$ cat src/hdl/cccr_cfg.svh
`ifndef CCCR_CFG_SVH
`define CCCR_CFG_SVH
// register indices; byte address is four times the index
`define CCCR_IDX_GLOBAL 8'h06
`define CCCR_IDX_CH0_CONF 8'h09
`define CCCR_IDX_CH0_OTH 8'h0A
`define CCCR_IDX_CH0_OTL 8'h0B
`define CCCR_IDX_CH0_GTH 8'h0C
`define CCCR_IDX_CH0_GTL 8'h0D
`define CCCR_IDX_CH1_CONF 8'h0E
`define CCCR_IDX_CH1_OTH 8'h0F
`define CCCR_IDX_CH1_OTL 8'h10
`define CCCR_IDX_MOD_DIV 8'h20
`define CCCR_IDX_SETTLE 8'h21
// global register fields
`define CCCR_BIT_AUX_EN 14
`define CCCR_BIT_AUX_LVL 13
`define CCCR_DLY_HI 12
`define CCCR_DLY_LO 9
`define CCCR_BIT_CHOP_EN 8
`define CCCR_GLOBAL_WMASK 16'h7F00
// channel config fields
`define CCCR_PHASE_HI 15
`define CCCR_PHASE_LO 6
`define CCCR_CH_CFG_WMASK 16'hFFC3
`define CCCR_LOW_WMASK 16'hFF00
// reset values
`define CCCR_RST_GLOBAL 16'h0600
`define CCCR_RST_ZERO 16'h0000
`define CCCR_RST_GAIN_HI 16'h8000
`define CCCR_RST_MOD_DIV 16'h0001
// settle delay base: 2 periods at code 0
`define CCCR_SETTLE_BASE 17'h00002
`endif

$ cat src/hdl/cccr_pkg.sv
package cccr_pkg;
   typedef enum logic [1:0] {
      CCCR_MUX_PAIR = 2'b00,
      CCCR_MUX_SHORT = 2'b01,
      CCCR_MUX_DC = 2'b10,
      CCCR_MUX_AC = 2'b11
   } cccr_mux_e;
   typedef enum logic [1:0] {
      CCCR_RD_IDLE = 2'b00,
      CCCR_RD_RESP = 2'b01
   } cccr_rd_e;
   typedef logic [15:0] cccr_word_t;
endpackage

$ cat src/hdl/cccr_settle_timer.sv
`include "cccr_cfg.svh"
// counts modulator periods of settling after chop start
module cccr_settle_timer (
   input wire logic i_core_clk,
   input wire logic i_nrst,
   input wire logic i_start,
   input wire logic i_mod_tick,
   input wire logic [3:0] i_code,
   output logic o_busy,
   output logic [16:0] o_periods
);
   logic [16:0] cnt_q, cnt_d;
   logic busy_q, busy_d;
   always_comb begin
      cnt_d = cnt_q;
      busy_d = busy_q;
      if (i_start) begin
         // 2 << code periods
         cnt_d = 17'(`CCCR_SETTLE_BASE << i_code);
         busy_d = 1'b1;
      end else if (busy_q && i_mod_tick) begin
         cnt_d = cnt_q - 17'h00001;
         if (cnt_q == 17'h00001) begin
            busy_d = 1'b0;
         end
      end
   end
   always_ff @(posedge i_core_clk or negedge i_nrst) begin
      if (!i_nrst) begin
         cnt_q <= 17'h00000;
         busy_q <= 1'b0;
      end else begin
         cnt_q <= cnt_d;
         busy_q <= busy_d;
      end
   end
   assign o_busy = busy_q;
   assign o_periods = cnt_q;
endmodule

$ cat src/hdl/cccr_regs.sv
`include "cccr_cfg.svh"
// Contract
// - bit 14 set drives channel 2 positive input pin digitally; resets clear
// - while driving, pin level follows bit 13
// - 4-bit settle delay, reset 0011b, gives 2 << code modulator periods
// - bit 8 enables global chop; cleared at reset
// - channel config bits 15:6 hold signed phase delay, reset zero
// - input select 00 pair, 01 short, 10 dc, 11 ac diagnostic
// - channel 1 code 00 uses own positive and shared negative pin
// - 24-bit offset trim split high word and upper low byte; low byte zero
// - channel 0 gain trim 24-bit unsigned, split high and upper low byte
// - gain trim high resets to 8000h, low to zero
// - channel config bits 5:2 read zero always
module cccr_regs (
   input wire logic i_core_clk,
   input wire logic i_nrst,
   input wire logic [31:0] s_axi_awaddr,
   input wire logic s_axi_awvalid,
   output logic s_axi_awready,
   input wire logic [31:0] s_axi_wdata,
   input wire logic [3:0] s_axi_wstrb,
   input wire logic s_axi_wvalid,
   output logic s_axi_wready,
   output logic [1:0] s_axi_bresp,
   output logic s_axi_bvalid,
   input wire logic s_axi_bready,
   input wire logic [31:0] s_axi_araddr,
   input wire logic s_axi_arvalid,
   output logic s_axi_arready,
   output logic [31:0] s_axi_rdata,
   output logic [1:0] s_axi_rresp,
   output logic s_axi_rvalid,
   input wire logic s_axi_rready,
   input wire logic i_chop_start,
   output logic o_aux_pin_out,
   output logic o_aux_pin_oe,
   output logic o_chop_global_enable,
   output logic o_chop_settling,
   output logic [9:0] o_ch0_phase_offset,
   output logic [1:0] o_ch0_input_select,
   output logic [23:0] o_ch0_offset_trim,
   output logic [23:0] o_ch0_gain_trim,
   output logic [9:0] o_ch1_phase_offset,
   output logic [1:0] o_ch1_input_select,
   output logic o_ch1_use_shared_neg,
   output logic [23:0] o_ch1_offset_trim
);
   localparam int NREG = 11;
   localparam logic [7:0] IDX [NREG] = '{`CCCR_IDX_GLOBAL,
      `CCCR_IDX_CH0_CONF, `CCCR_IDX_CH0_OTH, `CCCR_IDX_CH0_OTL,
      `CCCR_IDX_CH0_GTH, `CCCR_IDX_CH0_GTL, `CCCR_IDX_CH1_CONF,
      `CCCR_IDX_CH1_OTH, `CCCR_IDX_CH1_OTL, `CCCR_IDX_MOD_DIV,
      `CCCR_IDX_SETTLE};
   // writable masks: reserved read-only bits never store
   localparam logic [15:0] WMASK [NREG] = '{`CCCR_GLOBAL_WMASK,
      `CCCR_CH_CFG_WMASK, 16'hFFFF, `CCCR_LOW_WMASK,
      16'hFFFF, `CCCR_LOW_WMASK, `CCCR_CH_CFG_WMASK,
      16'hFFFF, `CCCR_LOW_WMASK, 16'hFFFF, 16'h0000};
   localparam logic [15:0] RSTV [NREG] = '{`CCCR_RST_GLOBAL,
      `CCCR_RST_ZERO, `CCCR_RST_ZERO, `CCCR_RST_ZERO,
      `CCCR_RST_GAIN_HI, `CCCR_RST_ZERO, `CCCR_RST_ZERO,
      `CCCR_RST_ZERO, `CCCR_RST_ZERO, `CCCR_RST_MOD_DIV,
      `CCCR_RST_ZERO};

   cccr_pkg::cccr_word_t reg_q [NREG];
   cccr_pkg::cccr_word_t reg_d [NREG];
   logic aw_hold_q, aw_hold_d, w_hold_q, w_hold_d;
   logic [7:0] aw_idx_q, aw_idx_d;
   logic [31:0] wdata_q, wdata_d;
   logic [3:0] wstrb_q, wstrb_d;
   logic bvalid_q, bvalid_d;
   logic [1:0] bresp_q, bresp_d;
   logic rvalid_q, rvalid_d;
   logic [1:0] rresp_q, rresp_d;
   logic [31:0] rdata_q, rdata_d;
   logic [15:0] div_q, div_d;
   logic tick_q, tick_d;
   logic aux_out_q, aux_out_d, aux_oe_q, aux_oe_d;
   logic settling_q, settling_d;
   logic awready_q, awready_d, wready_q, wready_d;
   logic arready_q, arready_d, shared_q, shared_d;
   logic do_write, w_hit, r_hit;
   logic [7:0] ar_idx;
   logic [3:0] w_sel, r_sel;
   logic timer_busy;
   logic [16:0] timer_left;

   // index addressing; address bits 9:2 give the index, bits 1:0 and bits above 9 ignored
   assign ar_idx = s_axi_araddr[9:2];
   assign do_write = aw_hold_q && w_hold_q && !bvalid_q;

   always_comb begin
      w_hit = 1'b0;
      r_hit = 1'b0;
      w_sel = 4'h0;
      r_sel = 4'h0;
      for (int k = 0; k < NREG; k++) begin
         if (aw_idx_q == IDX[k]) begin
            w_hit = 1'b1;
            w_sel = 4'(k);
         end
         if (ar_idx == IDX[k]) begin
            r_hit = 1'b1;
            r_sel = 4'(k);
         end
      end
   end

   // write channel: address and data accepted in either order
   always_comb begin
      aw_hold_d = aw_hold_q;
      w_hold_d = w_hold_q;
      aw_idx_d = aw_idx_q;
      wdata_d = wdata_q;
      wstrb_d = wstrb_q;
      bvalid_d = bvalid_q;
      bresp_d = bresp_q;
      if (s_axi_awvalid && !aw_hold_q) begin
         aw_hold_d = 1'b1;
         aw_idx_d = s_axi_awaddr[9:2];
      end
      if (s_axi_wvalid && !w_hold_q) begin
         w_hold_d = 1'b1;
         wdata_d = s_axi_wdata;
         wstrb_d = s_axi_wstrb;
      end
      if (do_write) begin
         aw_hold_d = 1'b0;
         w_hold_d = 1'b0;
         bvalid_d = 1'b1;
         bresp_d = w_hit ? 2'b00 : 2'b10;
      end else if (bvalid_q && s_axi_bready) begin
         bvalid_d = 1'b0;
      end
   end

   // register storage, one per entry
   for (genvar g = 0; g < NREG; g++) begin : g_reg
      logic [15:0] wmask;
      always_comb begin
         wmask = {{8{wstrb_q[1]}}, {8{wstrb_q[0]}}} & WMASK[g];
         reg_d[g] = reg_q[g];
         if (g == NREG - 1) begin
            // live settle count, read-only status
            reg_d[g] = timer_left[15:0];
         end else if (do_write && w_hit && w_sel == 4'(g)) begin
            // reserved bits masked so stray ones never take effect
            reg_d[g] = (reg_q[g] & ~wmask) | (wdata_q[15:0] & wmask);
         end
      end
      always_ff @(posedge i_core_clk or negedge i_nrst) begin
         if (!i_nrst) begin
            reg_q[g] <= RSTV[g];
         end else begin
            reg_q[g] <= reg_d[g];
         end
      end
   end

   // read channel: one-cycle latency answer
   always_comb begin
      rvalid_d = rvalid_q;
      rresp_d = rresp_q;
      rdata_d = rdata_q;
      if (rvalid_q && s_axi_rready) begin
         rvalid_d = 1'b0;
      end else if (!rvalid_q && s_axi_arvalid) begin
         rvalid_d = 1'b1;
         rresp_d = r_hit ? 2'b00 : 2'b10;
         rdata_d = r_hit ? {16'h0000, reg_q[r_sel]} : 32'h00000000;
      end
   end

   // modulator tick from programmable divider, avoids a second clock
   always_comb begin
      div_d = div_q + 16'h0001;
      tick_d = 1'b0;
      if (div_q >= reg_q[9]) begin
         div_d = 16'h0000;
         tick_d = 1'b1;
      end
   end

   // pin and status outputs
   always_comb begin
      aux_oe_d = reg_q[0][`CCCR_BIT_AUX_EN];
      aux_out_d = aux_oe_d & reg_q[0][`CCCR_BIT_AUX_LVL];
      settling_d = timer_busy;
      // write readies follow next hold state, read ready follows next rvalid state, so the ports come from flops
      awready_d = !aw_hold_d;
      wready_d = !w_hold_d;
      arready_d = !rvalid_d;
      shared_d = reg_d[6][1:0] == cccr_pkg::CCCR_MUX_PAIR;
   end

   always_ff @(posedge i_core_clk or negedge i_nrst) begin
      if (!i_nrst) begin
         aw_hold_q <= 1'b0;
         w_hold_q <= 1'b0;
         aw_idx_q <= 8'h00;
         wdata_q <= 32'h00000000;
         wstrb_q <= 4'h0;
         bvalid_q <= 1'b0;
         bresp_q <= 2'b00;
         rvalid_q <= 1'b0;
         rresp_q <= 2'b00;
         rdata_q <= 32'h00000000;
         div_q <= 16'h0000;
         tick_q <= 1'b0;
         aux_out_q <= 1'b0;
         aux_oe_q <= 1'b0;
         settling_q <= 1'b0;
         awready_q <= 1'b1;
         wready_q <= 1'b1;
         arready_q <= 1'b1;
         shared_q <= 1'b1;
      end else begin
         aw_hold_q <= aw_hold_d;
         w_hold_q <= w_hold_d;
         aw_idx_q <= aw_idx_d;
         wdata_q <= wdata_d;
         wstrb_q <= wstrb_d;
         bvalid_q <= bvalid_d;
         bresp_q <= bresp_d;
         rvalid_q <= rvalid_d;
         rresp_q <= rresp_d;
         rdata_q <= rdata_d;
         div_q <= div_d;
         tick_q <= tick_d;
         aux_out_q <= aux_out_d;
         aux_oe_q <= aux_oe_d;
         settling_q <= settling_d;
         awready_q <= awready_d;
         wready_q <= wready_d;
         arready_q <= arready_d;
         shared_q <= shared_d;
      end
   end

   cccr_settle_timer u_settle (
      .i_core_clk(i_core_clk),
      .i_nrst(i_nrst),
      .i_start(i_chop_start && reg_q[0][`CCCR_BIT_CHOP_EN]),
      .i_mod_tick(tick_q),
      .i_code(reg_q[0][`CCCR_DLY_HI:`CCCR_DLY_LO]),
      .o_busy(timer_busy),
      .o_periods(timer_left)
   );

   assign s_axi_awready = awready_q;
   assign s_axi_wready = wready_q;
   assign s_axi_bvalid = bvalid_q;
   assign s_axi_bresp = bresp_q;
   assign s_axi_arready = arready_q;
   assign s_axi_rvalid = rvalid_q;
   assign s_axi_rresp = rresp_q;
   assign s_axi_rdata = rdata_q;
   assign o_aux_pin_out = aux_out_q;
   assign o_aux_pin_oe = aux_oe_q;
   assign o_chop_global_enable = reg_q[0][`CCCR_BIT_CHOP_EN];
   assign o_chop_settling = settling_q;
   assign o_ch0_phase_offset = reg_q[1][`CCCR_PHASE_HI:`CCCR_PHASE_LO];
   assign o_ch0_input_select = reg_q[1][1:0];
   assign o_ch0_offset_trim = {reg_q[2], reg_q[3][15:8]};
   assign o_ch0_gain_trim = {reg_q[4], reg_q[5][15:8]};
   assign o_ch1_phase_offset = reg_q[6][`CCCR_PHASE_HI:`CCCR_PHASE_LO];
   assign o_ch1_input_select = reg_q[6][1:0];
   // shared negative pin only in normal pair mode
   assign o_ch1_use_shared_neg = shared_q;
   assign o_ch1_offset_trim = {reg_q[7], reg_q[8][15:8]};

   property p_aux_follow;
      @(posedge i_core_clk) disable iff (!i_nrst)
      1'b1 |=> o_aux_pin_oe == $past(reg_q[0][`CCCR_BIT_AUX_EN]);
   endproperty
   a_aux_follow: assert property (p_aux_follow)
      else $error("aux enable not followed");
   property p_aux_undriven;
      @(posedge i_core_clk) disable iff (!i_nrst)
      !o_aux_pin_oe |-> !o_aux_pin_out;
   endproperty
   a_aux_undriven: assert property (p_aux_undriven)
      else $error("aux pin level while undriven");
   property p_aux_level;
      @(posedge i_core_clk) disable iff (!i_nrst)
      o_aux_pin_oe |-> o_aux_pin_out == $past(reg_q[0][`CCCR_BIT_AUX_LVL]);
   endproperty
   a_aux_level: assert property (p_aux_level)
      else $error("aux level wrong");
   property p_cfg_rsvd;
      @(posedge i_core_clk) disable iff (!i_nrst)
      reg_q[1][5:2] == 4'h0 && reg_q[6][5:2] == 4'h0;
   endproperty
   a_cfg_rsvd: assert property (p_cfg_rsvd)
      else $error("channel config reserved bits set");
   property p_low_rsvd;
      @(posedge i_core_clk) disable iff (!i_nrst)
      reg_q[3][7:0] == 8'h00 && reg_q[8][7:0] == 8'h00;
   endproperty
   a_low_rsvd: assert property (p_low_rsvd)
      else $error("offset low reserved byte set");
   property p_gain_low_rsvd;
      @(posedge i_core_clk) disable iff (!i_nrst)
      o_ch0_gain_trim[7:0] == reg_q[5][15:8] && reg_q[5][7:0] == 8'h00;
   endproperty
   a_gain_low_rsvd: assert property (p_gain_low_rsvd)
      else $error("gain low byte wrong");
   property p_settle_len;
      @(posedge i_core_clk) disable iff (!i_nrst)
      i_chop_start && o_chop_global_enable |=>
         timer_left == 17'(`CCCR_SETTLE_BASE << $past(reg_q[0][12:9]));
   endproperty
   a_settle_len: assert property (p_settle_len)
      else $error("settle count wrong");
   property p_no_chop;
      @(posedge i_core_clk) disable iff (!i_nrst)
      !o_chop_global_enable && !timer_busy |=> !timer_busy;
   endproperty
   a_no_chop: assert property (p_no_chop)
      else $error("settle started with chop off");
   property p_shared;
      @(posedge i_core_clk) disable iff (!i_nrst)
      o_ch1_use_shared_neg |-> o_ch1_input_select == 2'b00;
   endproperty
   a_shared: assert property (p_shared)
      else $error("shared pin misuse");
   c_write: cover property (@(posedge i_core_clk) s_axi_bvalid);
   c_read: cover property (@(posedge i_core_clk) s_axi_rvalid);
   c_aux: cover property (@(posedge i_core_clk) o_aux_pin_oe);
   c_settle: cover property (@(posedge i_core_clk) $fell(timer_busy));
endmodule

$ cat config.mk
export PLATFORM = sky130hd
export DESIGN_NAME = cccr_regs
export DESIGN_NICKNAME = d
export VERILOG_FILES = /design/src/hdl/cccr_pkg.sv /design/src/hdl/cccr_settle_timer.sv /design/src/hdl/cccr_regs.sv
export VERILOG_INCLUDE_DIRS = /design/src /design/src/hdl
export SDC_FILE = /design/constraint.sdc
export NUM_CORES = 1
export LEC_CHECK = 0
export CORE_ASPECT_RATIO = 0.75
export CORE_UTILIZATION = 50
export CTS_BUF_LIST = sky130_fd_sc_hd__clkbuf_2 sky130_fd_sc_hd__clkbuf_4 sky130_fd_sc_hd__clkbuf_8
export CTS_CLUSTER_DIAMETER = 30
export DETAILED_ROUTE_END_ITERATION = 8
export DONT_BUFFER_PORTS = 1
export PLACE_DENSITY = 0.68
export RECOVER_POWER = 25
export SETUP_SLACK_MARGIN = 0.1
export SKIP_CTS_REPAIR_TIMING = 1
export SYNTH_ARGS = -nofsm -noshare
export SYNTH_HDL_FRONTEND = slang
export SYNTH_SLANG_ARGS = --single-unit
$ cat constraint.sdc
create_clock -name i_core_clk -period 2.4 [get_ports i_core_clk]
set_clock_uncertainty 0.15 [all_clocks]
set_input_delay 0.48 -clock i_core_clk [delete_from_list [all_inputs] [get_ports i_core_clk]]
set_output_delay 0.48 -clock i_core_clk [all_outputs]
set_load 0.05 [all_outputs]
==> flow_metrics.py <==
metrics = {
    "place": {
        "place_inst": 1266,
        "post-place-ws_ns": -0.0985,
        "detailedPlacementHpwl_mm": 21.0,
        "place_congestion": 0.894,
        "port-buffer-count": 0,
    },
    "synthesis": {
        "yosys-top-cells-count": "217 x dfrtp_1, 138 x mux2_2, 118 x buf_4",
        "yosysSeqAreaShare_pct": 49.0,
        "ys_types": 63,
        "synth_area_leader_cell": "dfrtp_1",
        "ys_ff_latch": 225,
        "synth_ff_type": "dfrtp_1",
        "synthesis.instances": 1024,
        "synth.avg_cell_area_um2": 11.2,
        "synthArstFlopShare_pct": 100,
        "mappedNetlistArea_um2": 11500,
        "synth_top_cells_by_area": "dfrtp_1 47%, mux2_2 14%, buf_4 7.7%, mux2i_1 2.4%, ha_1 2.1%",
        "netlist.area_leader.share_pct": 47.2,
        "synth-edff-count": 0,
        "synth_warnings": 0,
        "yosys.cell_count.top_type": "dfrtp_1",
    },
    "sta": {
        "fin_tns_setup_ns": -1.61,
        "holdWs_ns": -0.512,
        "hold_viol": 225,
        "fmax_mhz": 402,
        "rsz0062_at_grt": "true",
        "tightest_slew_ns": 0.724,
        "finalCritPeriodShare_pct": 104,
        "maxSlewViolCount": 0,
        "relSlewSlack_pct": 51.6,
        "worst_slack_ns": -0.0856,
        "setup_violations": 46,
        "fin_crit_ns": 2.49,
    },
    "clock_tree": {
        "cts_buffers": 43,
        "clk_pin_slew_ns": 0.06,
        "cts_max_path_buffers": 3,
        "cts_root_buffer": "clkbuf_8",
        "cts_sinks": 225,
        "cts_tree": "built",
        "cts_max_level": 2,
        "clk_latency_ns": 0.54,
    },
    "critical_path": {
        "path_class": "reg2reg",
        "arrival_ns": 2.75,
        "required_ns": 2.67,
        "cp-end-kind": "flip-flop",
        "crit_fanout": 8,
        "critPathLaunchType": "flip-flop",
    },
    "route": {
        "drtPass1Iterations": 5,
        "drt_iter0_drc": 637,
        "ant_nets": 0,
        "viasPerCell": 5.82,
        "num_vias": 8025,
        "wl_per_cell_um": 21.5,
        "drt_drc_violations_left": 0,
        "wl_mm": 29.7,
    },
    "power": {
        "power.total_uw": 14100,
        "ir_worst_vdd_v": 0.000627,
        "power.leakage_uw": 0.00606,
        "p_per_area_nw_per_um2": 1050,
    },
    "layout": {
        "final_layout_size_suffix_gt1_share_pct": 33.5,
        "final_nets": 1180,
        "final_util_pct": 59.9,
        "fill_cells": 1834,
        "area_growth_syn_to_layout_pct": 16.0,
        "final-seq-area_um2": 5640,
        "multi_input_comb_area_um2": 4990,
        "num_antenna_cells": 0,
        "layoutNonFillerInstCount": 1379,
    },
    "outcome": {
        "violations": "negative hold slack, negative setup slack",
        "status": "complete, but fails checks",
    },
    "global_route": {
        "first_global_vias": 7835,
        "grt_start_max_net_pins": 226,
        "grt.overflow.total": 0,
        "antenna_found_initial": 0,
        "track_usage_pct": 24.8,
        "grt_first_pass_wirelength_mm": 45.2,
    },
    "floorplan": {
        "die_height_um": 133,
        "io_pins": 250,
        "die_width_um": 177,
        "coreArea_um2": 22300,
        "die_area_um2": 23600,
        "rows": 47,
        "floorplan.initialDensity_pct": 51.6,
    },
    "run": {
        "drv_cap": 0,
    },
    "hold_path": {
        "hold_class": "in2async",
    },
}
## per-stage QoR
step	area, um^2	hold WS (ns)
3_3_place_gp	11700	0.0409
6_report	13300	-0.512
4_1_cts	12800	-0.532
5_1_grt	13300	-0.541
2_1_floorplan	11600	0.0344
3_5_place_dp	11700	0.0404
## worst max-delay path, cell delays in order, from the launching register on
cell      delay, ns
dfrtp_1        0.37
or4_4          0.59
a211oi_4       0.24
o21bai_4       0.18
and2_4         0.17
nor2b_1        0.16
buf_6          0.17
mux2_2         0.35
## logic make-up (layout without fill, tap and decap cells)
kind of cell	after synthesis	after routing	synth area share, %
AOI/OAI and AO/OA	177	177	10.5
xor gates and xnor gates	20	20	1.52
adders and majority gates	19	19	2.07
buffers and inverters	188	232	10.3
DFF	225	225	49.0
muxes	172	172	16.5
other	1	18	0.0326
and+or+nand+nor	222	222	10.0
## worst paths after layout
kind	startpoint	end	slack [ns]	cells past startpoint
min	i_nrst	aw_hold_q$_DFF_PN0_	-0.51	0
max reg2reg	aw_idx_q[3]$_DFFE_PN0P_	flip-flop	-0.09	7
min in group i_core_clk	s_axi_arvalid	s_axi_rvalid$_DFF_PN0_	0.06	3
max in group asynchronous	i_nrst	div_q[10]$_DFF_PN0_	2.12	0
max	aw_idx_q[3]$_DFFE_PN0P_	flip-flop	-0.09	7
min reg2reg	u_settle.o_periods[5]$_DFFE_PN0P_	reg_q[5]$_DFF_PN0_	0.27	0
## where the power goes
| part | leakage [uW] | total (uW) | switching, uW | internal, uW |
|---|---|---|---|---|
| combinational | 0.00255 | 2820 | 1460 | 1360 |
| sequential | 0.00298 | 6750 | 2100 | 4650 |
| clock | 0.000536 | 4490 | 1680 | 2810 |
## final cells by class
type                       instances  share of cell area, %
sequential                       225                   42.3
multi-input combinational        628                   37.4
timing repair buffer             123                   8.92
clock buffer                      58                   5.61
tap                              294                   2.76
clock inverter                    19                   2.17
inverter                          32                  0.900
## layer usage
metal | GRT usage [%] | vias up | share of wire [%]
met5 | 0 | - | 0
met4 | 5.89 | 0 | 1.9
met3 | 7.62 | 44 | 9.4
met2 | 36.7 | 327 | 44
met1 | 35.5 | 4043 | 45
li1 | - | 3611 | -
## cells in the final DEF (no fill, tap or decap), drive strengths merged, types with 8 or more instances in the layout
| cell | count |
|---|---|
| xnor2 | 12 |
| conb | 18 |
| a21oi | 46 |
| a211oi | 14 |
| nand3 | 26 |
| buf | 92 |
| o21ai | 33 |
| nand2 | 53 |
| clkbuf | 58 |
| mux2 | 144 |
| clkinv | 8 |
| nand4 | 8 |
| nor2b | 12 |
| nor2 | 51 |
| nor3 | 25 |
| inv | 34 |
| dlygate4sd3 | 31 |
| a32o | 13 |
| a221oi | 12 |
| and3 | 16 |
| xor2 | 8 |
| dfstp | 8 |
| dfrtp | 217 |
| mux2i | 28 |
| a22o | 8 |
| a31oi | 15 |
| ha | 19 |
(Power assumes the default switching activity.)
